===== src/tmcs_pkg.sv =====
// Purpose: Constants and state types shared by the channel select block
// Assumes: 32-bit AXI4-Lite register window, 40 MHz aclk
// Notes:   Offsets are byte addresses
package tmcs_pkg;
    localparam int          ADDR_W        = 8;
    localparam logic [7:0]  OFF_MCH       = 8'h00;   // measurement_channel_select
    localparam logic [7:0]  OFF_CTRL      = 8'h04;   // Mode, start, stop, busy
    localparam logic [7:0]  OFF_TXB       = 8'h08;   // Byte view of transmit field
    localparam int          RX_LSB        = 0;
    localparam int          TX_LSB        = 8;
    localparam int          MCA_LSB       = 16;
    localparam int          START_BIT     = 0;
    localparam int          MODE_BIT      = 1;
    localparam int          STOP_BIT      = 2;
    localparam logic [5:0]  PIN_FIRST     = 6'h00;   // sense_pin_first
    localparam logic [5:0]  PIN_LAST      = 6'h23;   // sense_pin_last, code 100011
    localparam logic [5:0]  CH_STOPPED    = 6'h3F;   // All ones once stopped
    localparam logic [5:0]  RST_CH        = 6'h00;
    localparam logic [3:0]  RST_MCA       = 4'h0;
    localparam logic [1:0]  RESP_OKAY     = 2'b00;
    localparam logic [1:0]  RESP_SLVERR   = 2'b10;
    localparam int          CLK_PERIOD_PS = 25000;
    localparam int          DWELL_TIME_PS = 1000000; // Per-channel measurement time
    localparam int          DWELL_CYC     = (DWELL_TIME_PS + CLK_PERIOD_PS - 1) / CLK_PERIOD_PS;
    localparam logic [7:0]  DWELL_LAST    = 8'(DWELL_CYC - 1);

    typedef enum logic [1:0] {
        TMCS_IDLE   = 2'b00,
        TMCS_SINGLE = 2'b01,
        TMCS_MULTI  = 2'b10
    } tmcs_seq_e;
endpackage : tmcs_pkg

// Purpose: Per-channel dwell timer
// Assumes: run stays high for the whole scan
// Notes:   done is one clock long per finished channel
`timescale 1ns/1ps
module tmcs_dwell
    import tmcs_pkg::*;
(
    input  wire logic aclk,
    input  wire logic aresetn,
    input  wire logic run,
    output logic      done
);
    typedef struct packed {
        logic [7:0] cnt;
        logic       done;
    } tmcs_dwell_s;

    tmcs_dwell_s s;
    tmcs_dwell_s next_s;

    // Restart on every idle so a new scan gets a full dwell
    always_comb begin
        next_s      = s;
        next_s.done = 1'b0;
        if (!run) begin
            next_s.cnt = 8'h00;
        end else if (s.cnt == DWELL_LAST) begin
            next_s.cnt  = 8'h00;
            next_s.done = 1'b1;
        end else begin
            next_s.cnt = s.cnt + 8'h01;
        end
    end

    always_ff @(posedge aclk) begin
        if (!aresetn) begin
            s <= '0;
        end else begin
            s <= next_s;
        end
    end

    assign done = s.done;
endmodule : tmcs_dwell

===== src/tmcs_chsel.sv =====
// Purpose: Measurement channel select register with scan sequencer
// Assumes: AXI4-Lite master keeps one write and one read in flight
// Notes:   Contract
// Contract
// Single scan measures the receive pin coded in the receive field, 0 to 35.
// Software never starts after writing a receive code above 35.
// Outside single scan, receive field shows current pin, all ones when stopped.
// Single scan drives the transmit pin coded in the transmit field.
// Multi scan transmit field reads back the transmit pin being measured.
// Four independent multi-clock enable bits are held in the register.
// Byte view puts the transmit field in bits 5 to 0.
// In single scan mode, scanning or idle, channel fields read back what software wrote.
//
// Design decisions made here: register access over AXI4-Lite and the register addresses.
`timescale 1ns/1ps
module tmcs_chsel
    import tmcs_pkg::*;
(
    input  wire logic              aclk,
    input  wire logic              aresetn,
    input  wire logic [ADDR_W-1:0] awaddr,
    input  wire logic              awvalid,
    output logic                   awready,
    input  wire logic [31:0]       wdata,
    input  wire logic [3:0]        wstrb,
    input  wire logic              wvalid,
    output logic                   wready,
    output logic [1:0]             bresp,
    output logic                   bvalid,
    input  wire logic              bready,
    input  wire logic [ADDR_W-1:0] araddr,
    input  wire logic              arvalid,
    output logic                   arready,
    output logic [31:0]            rdata,
    output logic [1:0]             rresp,
    output logic                   rvalid,
    input  wire logic              rready,
    output logic [5:0]             sense_rx_sel,
    output logic [5:0]             sense_tx_sel,
    output logic                   sense_active,
    output logic [3:0]             multiclock_enable
);
    typedef struct packed {
        logic        awready;
        logic        wready;
        logic        bvalid;
        logic [1:0]  bresp;
        logic        arready;
        logic        rvalid;
        logic [1:0]  rresp;
        logic [31:0] rdata;
        logic [5:0]  sw_rx;
        logic [5:0]  sw_tx;
        logic [3:0]  mca;
        logic        multi;
        tmcs_seq_e   seq;
        logic [5:0]  cur_rx;
        logic [5:0]  cur_tx;
        logic        busy;
    } tmcs_state_s;

    tmcs_state_s s;
    tmcs_state_s next_s;
    logic        dwell_done;
    logic        start_req;
    logic        stop_req;
    logic        wr_take;
    logic        rd_take;
    logic [31:0] merged;
    logic [31:0] cur_word;

    // Byte-lane merge of a write into an old word
    function automatic logic [31:0] wmerge(input logic [31:0] old, input logic [31:0] d,
                                           input logic [3:0] strb);
        logic [31:0] r;
        r = old;
        for (int i = 0; i < 4; i++) begin
            if (strb[i]) begin
                r[i*8 +: 8] = d[i*8 +: 8];
            end
        end
        return r;
    endfunction : wmerge

    // Packs the channel word; multi mode shows the live pins instead of the stored code
    function automatic logic [31:0] mch_word(input tmcs_state_s st);
        logic [31:0] w;
        w = 32'h0000_0000;
        w[RX_LSB +: 6]  = st.multi ? st.cur_rx : st.sw_rx;
        w[TX_LSB +: 6]  = st.multi ? st.cur_tx : st.sw_tx;
        w[MCA_LSB +: 4] = st.mca;
        return w;
    endfunction : mch_word

    // Word as software sees it; a call result cannot be part-selected directly
    assign cur_word = mch_word(s);

    tmcs_dwell tmcs_dwell_inst (
        .aclk    (aclk),
        .aresetn (aresetn),
        .run     (s.seq != TMCS_IDLE),
        .done    (dwell_done)
    );

    assign wr_take = s.awready && awvalid && wvalid;
    assign rd_take = s.arready && arvalid;

    // Bus slave and scan sequencer; ready pulses one cycle, so answers lag a clock
    always_comb begin
        next_s         = s;
        next_s.awready = 1'b0;
        next_s.wready  = 1'b0;
        next_s.arready = 1'b0;
        start_req      = 1'b0;
        stop_req       = 1'b0;
        merged         = wmerge(cur_word, wdata, wstrb);
        if (s.bvalid && bready) begin
            next_s.bvalid = 1'b0;
        end
        if (s.rvalid && rready) begin
            next_s.rvalid = 1'b0;
        end
        if (wr_take) begin
            next_s.bvalid = 1'b1;
            next_s.bresp  = RESP_OKAY;
            case (awaddr)
                OFF_MCH: begin
                    next_s.sw_rx = merged[RX_LSB +: 6];
                    next_s.sw_tx = merged[TX_LSB +: 6];
                    next_s.mca   = merged[MCA_LSB +: 4];
                end
                OFF_TXB: begin
                    if (wstrb[0]) begin
                        next_s.sw_tx = wdata[5:0];
                    end
                end
                OFF_CTRL: begin
                    if (wstrb[0]) begin
                        if (s.seq == TMCS_IDLE) begin
                            next_s.multi = wdata[MODE_BIT];
                        end
                        start_req = wdata[START_BIT];
                        stop_req  = wdata[STOP_BIT];
                    end
                end
                default: next_s.bresp = RESP_SLVERR;
            endcase
        end else if (!s.awready && !s.bvalid && awvalid && wvalid) begin
            next_s.awready = 1'b1;
            next_s.wready  = 1'b1;
        end
        if (rd_take) begin
            next_s.rvalid = 1'b1;
            next_s.rresp  = RESP_OKAY;
            case (araddr)
                OFF_MCH:  next_s.rdata = cur_word;
                OFF_TXB:  next_s.rdata = {26'h000_0000, cur_word[TX_LSB +: 6]};
                OFF_CTRL: next_s.rdata = {29'h0000_0000, 1'b0, s.multi,
                                          s.seq != TMCS_IDLE};
                default: begin
                    next_s.rdata = 32'h0000_0000;
                    next_s.rresp = RESP_SLVERR;
                end
            endcase
        end else if (!s.arready && !s.rvalid && arvalid) begin
            next_s.arready = 1'b1;
        end
        // Out-of-range codes are refused rather than driving a missing pin
        case (s.seq)
            TMCS_IDLE: begin
                if (start_req && !next_s.multi) begin
                    if (s.sw_rx <= PIN_LAST && s.sw_tx <= PIN_LAST) begin
                        next_s.seq    = TMCS_SINGLE;
                        next_s.cur_rx = s.sw_rx;
                        next_s.cur_tx = s.sw_tx;
                    end
                end else if (start_req) begin
                    next_s.seq    = TMCS_MULTI;
                    next_s.cur_rx = PIN_FIRST;
                    next_s.cur_tx = PIN_FIRST;
                end
            end
            TMCS_SINGLE: begin
                if (stop_req || dwell_done) begin
                    next_s.seq    = TMCS_IDLE;
                    next_s.cur_rx = CH_STOPPED;
                    next_s.cur_tx = CH_STOPPED;
                end
            end
            TMCS_MULTI: begin
                if (stop_req || (dwell_done && s.cur_rx == PIN_LAST)) begin
                    next_s.seq    = TMCS_IDLE;
                    next_s.cur_rx = CH_STOPPED;
                    next_s.cur_tx = CH_STOPPED;
                end else if (dwell_done) begin
                    next_s.cur_rx = s.cur_rx + 6'h01;
                    next_s.cur_tx = s.cur_tx + 6'h01;
                end
            end
            default: next_s.seq = TMCS_IDLE;
        endcase
        // Registered busy so sense_active leaves a flip-flop directly
        next_s.busy = (next_s.seq != TMCS_IDLE);
    end

    always_ff @(posedge aclk) begin
        if (!aresetn) begin
            s        <= '0;
            s.bresp  <= RESP_OKAY;
            s.rresp  <= RESP_OKAY;
            s.sw_rx  <= RST_CH;
            s.sw_tx  <= RST_CH;
            s.mca    <= RST_MCA;
            s.seq    <= TMCS_IDLE;
            s.cur_rx <= CH_STOPPED;
            s.cur_tx <= CH_STOPPED;
        end else begin
            s <= next_s;
        end
    end

    // All outputs straight from the state register
    assign awready           = s.awready;
    assign wready            = s.wready;
    assign bvalid            = s.bvalid;
    assign bresp             = s.bresp;
    assign arready           = s.arready;
    assign rvalid            = s.rvalid;
    assign rresp             = s.rresp;
    assign rdata             = s.rdata;
    assign sense_rx_sel      = s.cur_rx;
    assign sense_tx_sel      = s.cur_tx;
    assign sense_active      = s.busy;
    assign multiclock_enable = s.mca;
endmodule : tmcs_chsel


===== config.mk =====
export PLATFORM = sky130hd
export DESIGN_NAME = tmcs_chsel
export DESIGN_NICKNAME = d
export VERILOG_FILES = /design/src/tmcs_pkg.sv /design/src/tmcs_chsel.sv
export SDC_FILE = /design/constraint.sdc
export NUM_CORES = 1
export LEC_CHECK = 0
export BUFFER_PORTS_ARGS = -buffer_cell sky130_fd_sc_hd__buf_2
export CAP_MARGIN = 5
export CORE_AREA = 2 2 86 88
export CTS_CLUSTER_SIZE = 8
export DETAILED_ROUTE_END_ITERATION = 12
export DIE_AREA = 0 0 88 90
export PLACE_DENSITY = 0.91
export SLEW_MARGIN = 25
export SYNTH_ARGS = -nofsm -noshare
export SYNTH_HDL_FRONTEND = slang
export SYNTH_SLANG_ARGS = --single-unit

===== constraint.sdc =====
create_clock -name aclk -period 4.6 [get_ports aclk]
set_input_delay 0 -clock aclk [delete_from_list [all_inputs] [get_ports aclk]]
set_output_delay 0 -clock aclk [all_outputs]
set_load 0.03 [all_outputs]

# Word level (Yosys, flattened, before mapping)
# Cells that the tools add are included.
# Widths: inputs -> output; s select.
# classes
addsub,3
magnitude_cmp,2
eq_ne,13
mux,35
bitwise,2
n_reduce_logical,39
# ops
op,n
$pmux 20 s3,1
$mux 14,4
$pmux 12 s3,1
$mux 35,1
$mux 6,5
$mux 12,2
$eq 8x3->1 const B,2
$eq 8x4->1 const B,2
$logic_not 8->1,2
$mux 1,14
$logic_and 1x1->1,13
$add 6x1->6 const B,2
$le 6x6->1 const B,2
$pmux 6 s2,1
$reduce_bool 2->1,5
$ne 3x2->1 const B,3
$reduce_or 3->1,3
$add 8x1->8 const B,1
$eq 8x6->1 const B,1
$mux 2,4
$eq 6x6->1 const B,1
$pmux 2 s3,1
$reduce_and 3->1,2
$logic_not 1->1,5
other kinds (11),16
# word_totals
ff_bits,82
inputBits,59
elab_cells,112

# Depth between registers and ports, before layout
# Gate-level depths: netlist of the first run.
# logic_depth
ltp_word,10
ltp_mapped,8

# By module
# A second synthesis of the first run with hierarchy kept.
# unflattened
hier_cells,442
area_unflattened_um2,3819.9
# by_module_without_submodules
module,n_inst,cells_per_inst,area_each_um2,seq_area_each_um2
tmcs_chsel,1,402,3439.5,1081.0
tmcs_dwell,1,40,380.4,180.2

# Worst setup path after synthesis of the first run
# OpenSTA, ideal clock, no wires.
# synth_path
path_type,register -> register
start,"register s, in the netlist awready"
end,"register s, in the netlist sense_rx_sel[0]"
setup_ps,122
arrival_time_ps,1845
required_ps,4478
slack_ps,2633
stages_incl_launch_ff,8
n_path_buf,2
period_less_slack_ps,1967
path_cell_list,dfxtp_1 > and3_1 > buf_2 > and4_4 > o32a_4 > nand4_4 > buf_6 > o32a_1
# synth_via
elab_chain_cells,7
# synth_rtl
item,line_no,text
"start, declared",tmcs_chsel.sv:62,tmcs_state_s s;
"start signal, assigned",tmcs_chsel.sv:218,s <= next_s;
$logic_and 1x1->1 (*) (2 in a row),tmcs_chsel.sv:105,assign wr_take = s.awready && awvalid && wvalid;
$mux 1,tmcs_chsel.sv:123,if (wr_take) begin
$logic_not 1->1,tmcs_chsel.sv:171,if (start_req && !next_s.multi) begin
$logic_and 1x1->1,tmcs_chsel.sv:171,
$ne 3x2->1 (no source line) or $mux 14 (tied branches),-,
$reduce_and 5->1 (no source line) or $pmux 12 s3 (tied branches),-,
# Every way passes the cells marked *; elsewhere a longest branch is shown, timed or not.
# A chain may end at the register's enable or synchronous reset.

# Final worst setup path of the first run
# layout_path
start,input wvalid
end,"register s, in the netlist sense_rx_sel[4]"
# layout_via
elab_chain_cells,6
# layout_rtl
item,line_no,text
"start, declared",tmcs_chsel.sv:26,"input wire logic wvalid,"
$logic_and 1x1->1 (*),tmcs_chsel.sv:105,
$mux 1,tmcs_chsel.sv:123,
$logic_not 1->1,tmcs_chsel.sv:171,
$logic_and 1x1->1,tmcs_chsel.sv:171,
$ne 3x2->1 (no source line) or $mux 14 (tied branches),-,
$reduce_and 5->1 (no source line) or $pmux 12 s3 (tied branches),-,
# Marks and branches as above.

==> metrics.yaml, run 1 <==
finClkSkew_ns: 0.00979
synth.most_common_cell: "dfxtp_1"
die_h_um: 90
drive_above_1_share_pct: 27.4
grt_pass1_vias: 3053
layoutNonFillerInstCount: 559
r2r-start: "awready"
critPathArrivalTime_ns: 2.41
clockBufferDepth: 2
synth.top_cell.area_share_pct: 32.9
ys_ff_latch: 63
whs_ns: 0.0937
wl_um: 8630
cts.sinks: 63
root_buffer: "clkbuf_8"
r2r_slack_ns: 2.40
drv_cap: 0
p_per_area_nw_per_um2: 244
yosys-top-cells-count: "63 x dfxtp_1, 53 x buf_4, 24 x a21oi_1, 22 x nor2b_1, 21 x nor2_1"
path_max_fanout: 11
antenna_found_initial: 0
finalMaxSlewViolations: 0
synth_seq_area_share_pct: 32.9
die_area_um2: 7920
status: "complete, no violations"
antenna_left: 0
grt_pass1_wl_um: 13800
ir_drop_uv: 129
setup_viol: 0
clock_latency_ns: 0.33
reg2reg_to: "sense_rx_sel[4]"
hold_depth: 3
min_period_ns: 2.21
ys_types: 54
drtPass1Iterations: 4
critPathCaptureType: "register"
initial_core_util_pct: 54.7
yosys_warnings: 0
worst-r2r-cell-count: 5
leakage_nw: 1.67
routabilityCongestion: 0.862
drtIter0Drc: 413
worstHoldStart: "awaddr[3]"
hold_path_class: "input pin to register"
ctsResizeCount: 0
post-route-util_pct: 58.8
relSlewSlack_pct: 37.8
rsz0062_at_grt: "no"
required_ns: 4.81
dpl.cell_count: 538
finalCritPeriodShare_pct: 48.0
drcViolationCount: 0
fin_area_um2: 4130
avgSynthCellArea_um2: 9.14
tritoncts: "done"
synth_top_area_cell: "dfxtp_1"
cts_inserted_buffers: 9
wl_per_cell_um: 15.4
post-place-ws_ns: 2.48
fmax_ghz: 0.453
gr-total-overflow: 0
via_per_inst: 5.68
die_w_um: 88
vias: 3177
fp.coreArea_um2: 7020
dp_hpwl_um: 6410
cp-start-kind: "input pin"
finalPower_mw: 1.01
hold_viol: 0
port_buffers: 81
diodes: 0
synth_area_leaders: "dfxtp_1 33%, buf_4 10%, nor2b_1 3.6%, nor4b_2 3.5%, a22oi_1 3.3%"
nets: 525
tightest_slew_ns: 0.929
fin_setup_tns_ns: 0
syn-instance-count: 420
clkTransAtPathRegs_ns: 0.06
synth_ff_type: "dfxtp_1"
grt.total_usage_pct: 21.8
htreeDepth: 3
syn_to_final_growth_pct: 7.50
async_flop_share_pct: 0
crit_type: "input pin to register"
row_count: 31
finalWorstSetupSlack_ns: 2.39
io_pins: 117
grt_start_max_net_pins: 45
placed_cell_area_um2: 3900
synthesis.area_um2: 3840
synth-edff-count: 0
holdPathEnd: "bresp[1]"
where the power goes:
group | switching (mW) | internal (mW) | total, mW
combinational | 0.0571 | 0.0313 | 0.0883
sequential | 0.00142 | 0.548 | 0.549
clock | 0.189 | 0.180 | 0.369
sequential cells by signal (all words and copies together), names as in the netlist, 4 cells and up:
name / count
sense_tx_sel: 6
tmcs_dwell_inst.s: 8
sense_rx_sel: 6
s: 15
rdata: 16
multiclock_enable: 4
cells in the final DEF, fill, tap and decap left out, types with 7 or more instances in the layout:
cell | netlist | routed
mux2_2 | 8 | 8
nand2_1 | 17 | 17
o211ai_1 | 14 | 14
a21oi_1 | 24 | 24
o32a_1 | 12 | 12
conb_1 | 1 | 18
ha_1 | 7 | 7
nor3b_1 | 7 | 7
o21ai_0 | 10 | 10
dlygate4sd3_1 | 0 | 9
inv_1 | 14 | 14
xor2_1 | 8 | 8
nor4b_2 | 9 | 9
nor2b_1 | 22 | 22
a22oi_1 | 17 | 17
nand2b_1 | 10 | 10
buf_2 | 4 | 81
nand3_1 | 10 | 10
clkbuf_8 | 0 | 9
dfxtp_1 | 63 | 63
mux2i_1 | 8 | 8
nor2_1 | 21 | 21
critical path, stage by stage:
cell	delay (ns)
dlygate4sd3_1	0.53
buf_2	0.12
and3_1	0.24
and4_4	0.24
a31oi_1	0.69
a21oi_1	0.20
o32a_1	0.39
final cells by class:
| cell class | count | area, um^2 |
|---|---|---|
| clock inverters | 3 | 15.0 |
| multi-input cells | 280 | 2050 |
| clock buffers | 9 | 124 |
| fillers | 607 | 2900 |
| inverters | 14 | 52.6 |
| well taps | 99 | 124 |
| repair buffers | 91 | 503 |
| flip-flops and latches | 63 | 1260 |
timing repair:
item	CTS	global route
hold buffers	9	0
hold endpoints to repair	8	0
setup buffers	0	0
worst max path at each step:
| stage | from | end | slack [ns] | cells past startpoint |
|---|---|---|---|---|
| detailed placement | s[13] | sense_rx_sel[5] | 2.48 | 7 |
| finish | wvalid | sense_rx_sel[4] | 2.39 | 7 |
| floorplan | awready | sense_rx_sel[0] | 2.63 | 7 |
| global placement | s[13] | sense_rx_sel[5] | 2.48 | 7 |
| CTS | s[13] | sense_tx_sel[5] | 2.44 | 7 |
| global route | awready | sense_rx_sel[4] | 2.26 | 5 |
cell families after synthesis:
logic type	after synthesis	synth area share [%]
flip-flops	63	32.9
XOR/XNOR	13	2.97
AND/OR/NAND/NOR	124	21.9
multiplexers	16	4.43
buffers and inverters	94	15.5
other	1	0.0977
AO/OA/AOI/OAI	102	20.0
adder cells (fa/ha/maj)	7	2.28
routing by layer:
metal,part of all wire (%),global-route usage (%),wire [um]
met5,0,0,0
met1,40,24.5,3450
met2,52,37.9,4510
met3,6.1,6.52,528
met4,1.7,8.21,146
(Power assumes the default switching activity.)
==> run 2, diff against run 1 <==
--- a/config.mk
+++ b/config.mk
@@ -7,11 +7,11 @@
 export LEC_CHECK = 0
 export BUFFER_PORTS_ARGS = -buffer_cell sky130_fd_sc_hd__buf_2
 export CAP_MARGIN = 5
-export CORE_AREA = 2 2 86 88
+export CORE_AREA = 2 2 94 96
 export CTS_CLUSTER_SIZE = 8
 export DETAILED_ROUTE_END_ITERATION = 12
-export DIE_AREA = 0 0 88 90
-export PLACE_DENSITY = 0.91
+export DIE_AREA = 0 0 96 98
+export PLACE_DENSITY = 0.81
 export SLEW_MARGIN = 25
 export SYNTH_ARGS = -nofsm -noshare
 export SYNTH_HDL_FRONTEND = slang
==> constraint.sdc (replaced) <==
create_clock -name aclk -period 1.9 [get_ports aclk]
set_input_delay 0 -clock aclk [delete_from_list [all_inputs] [get_ports aclk]]
set_output_delay 0 -clock aclk [all_outputs]
set_load 0.03 [all_outputs]
==> run 2 against run 1 <==
  * Routed wire length is 12% higher
  * Count of clock-buffer cells in the layout up 4
  * Design area grew 10%
  * Register-to-register slack worse by 2.4 ns
  * Sequential share of layout area down 2.7 points
  * Combinational power rose to 2.5 times the previous value
  * Sequential cell count did not move
  * Non-clock buffer count rose by 28
  * Power rose to 2.6 times the previous value
  * Largest cell class unchanged
  * Highest routed layer unchanged
==> metrics.yaml, run 2 (synthesized netlist as in run 1, its figures left out) <==
critPathCaptureType: "register"
crit_chain: "inv_2 > ha_4 > and4b_1 > nand4_1 > mux2_4 > nor4b_4 > o32a_1"
drtIter0Drc: 191
setup.worst_path.end: "sense_rx_sel[5]"
grt_pass1_vias: 3121
cp_slowest_stage_delay_ns: 0.46
fmax_ghz: 0.534
die_area_um2: 9410
diodes: 0
grt_start_max_net_pins: 25
startpoint: "s[14]"
final_cell_mix: "81 x buf_2, 59 x dfxtp_1, 29 x buf_4"
finClkSkew_ns: 0.00681
dp_hpwl_um: 6710
wl_um: 9650
worst-r2r-cell-count: 7
relSlewSlack_pct: 62.8
critical_path_depth: 7
crit_type: "register to register"
clock_latency_ns: 0.35
drcViolationCount: 0
nFillCells: 736
antenna_left: 0
finalCritPeriodShare_pct: 98.6
grt.met3_usage_pct: 4.55
cpLargestDelayFamily: "simple AND/OR/NAND/NOR gates"
path_buf_inv: 1
cp-start-kind: "register"
syn_to_final_growth_pct: 18.6
row_count: 34
largest_reg_flops: 16
final_common_cell: "buf_2"
r2r_slack_ns: 0.03
grt_pass1_wl_um: 14800
p_per_area_nw_per_um2: 575
required_ns: 2.19
min_period_ns: 1.87
cts_inserted_buffers: 9
hold_path_class: "input pin to register"
tightest_slew_ns: 0.558
drtPass1Iterations: 5
routabilityCongestion: 0.882
post-route-util_pct: 53.8
finalMaxSlewViolations: 0
drive_above_1_share_pct: 35.2
tritoncts: "done"
r2r-start: "s[14]"
clockBufferDepth: 2
htreeDepth: 3
io_pins: 117
reg2reg_to: "sense_rx_sel[5]"
via_per_inst: 5.48
cts.sinks: 63
fp.coreArea_um2: 8470
critPathArrivalTime_ns: 2.16
status: "complete, no violations"
grt_most_used_layer: "met2"
rsz0062_at_grt: "yes"
dpl.cell_count: 569
wl_per_cell_um: 16.0
ir_drop_uv: 284
root_buffer: "clkbuf_8"
use_met2_pct: 32.2
port_buffers: 81
die_w_um: 96
leakage_nw: 1.82
die_h_um: 98
setup_viol: 0
grt_use_met1_pct: 23.9
gr-total-overflow: 0
cp_slowest_cell: "mux2_4"
vias: 3301
initial_core_util_pct: 45.3
grt.total_usage_pct: 19.8
antenna_found_initial: 0
hold_viol: 0
drv_cap: 0
path_max_fanout: 7
clkTransAtPathRegs_ns: 0.07
nets: 555
layoutNonFillerInstCount: 602
[run 2: how the worst min path moves through the flow]
stage / start / to / slack (ns) / depth (start not counted)
after global routing: awaddr[4] / bresp[1] / 0.08 / 5
final: wdata[4] / s[24] / 0.08 / 4
after detailed placement: arvalid / arready / 0.26 / 3
after global placement: arvalid / arready / 0.24 / 3
after CTS: awaddr[3] / bresp[1] / 0.03 / 3
after floorplan: arvalid / arready / 0.12 / 2
[run 2: report_power, final]
part	switching (mW)	total [mW]	internal (mW)
combinational	0.145	0.223	0.0785
sequential	0.00331	1.33	1.32
clock	0.524	1.07	0.541
total	0.672	2.62	1.94
[run 2: repair_timing]
item                       in CTS  in global routing
gates resized for setup         7                 20
hold endpoints to repair        8                  0
hold buffers                    9                  0
setup endpoints to repair      12                 13
buffers inserted                1                  5
cloned                          1                  1
pin swaps                       3                 19
[run 2: layout make-up]
| type | count | area, um^2 | area share (%) |
|---|---|---|---|
| inverters | 14 | 52.6 | 1.15 |
| multi-input cells | 282 | 2210 | 48.5 |
| clock inverters | 3 | 17.5 | 0.385 |
| clock buffers | 13 | 159 | 3.49 |
| flip-flops and latches | 63 | 1270 | 27.9 |
| repair buffers | 119 | 713 | 15.7 |
| well taps | 108 | 135 | 2.97 |
[run 2: metrics by stage]
step	hold WS, ns	cell area [um^2]	setup WS, ns	setup TNS [ns]	power (mW)
4_1_cts	0.0322	4410	0.0261	0	2.63
2_1_floorplan	0.118	3900	0.00171	0	1.52
6_report	0.0816	4550	0.0269	0	2.62
3_3_place_gp	0.245	4070	-0.102	-1.20	1.56
5_1_grt	0.0800	4550	-0.0899	-0.465	2.71
3_5_place_dp	0.258	4070	-0.172	-1.90	1.56
[run 2: layer usage]
metal  wire length, um  part of all wire [%]  vias up
li1                  -                     -     1597
met1              4000                    41     1532
met2              4800                    50      153
met3               615                   6.4       19
met4               239                   2.5        0
met5                 0                     0        -
[run 2: worst reg2reg max path, stage by stage, from the launching register on]
cell     delay, ns
dfxtp_2       0.33
inv_2         0.08
ha_4          0.13
and4b_1       0.18
nand4_1       0.19
mux2_4        0.46
nor4b_4       0.24
o32a_1        0.20
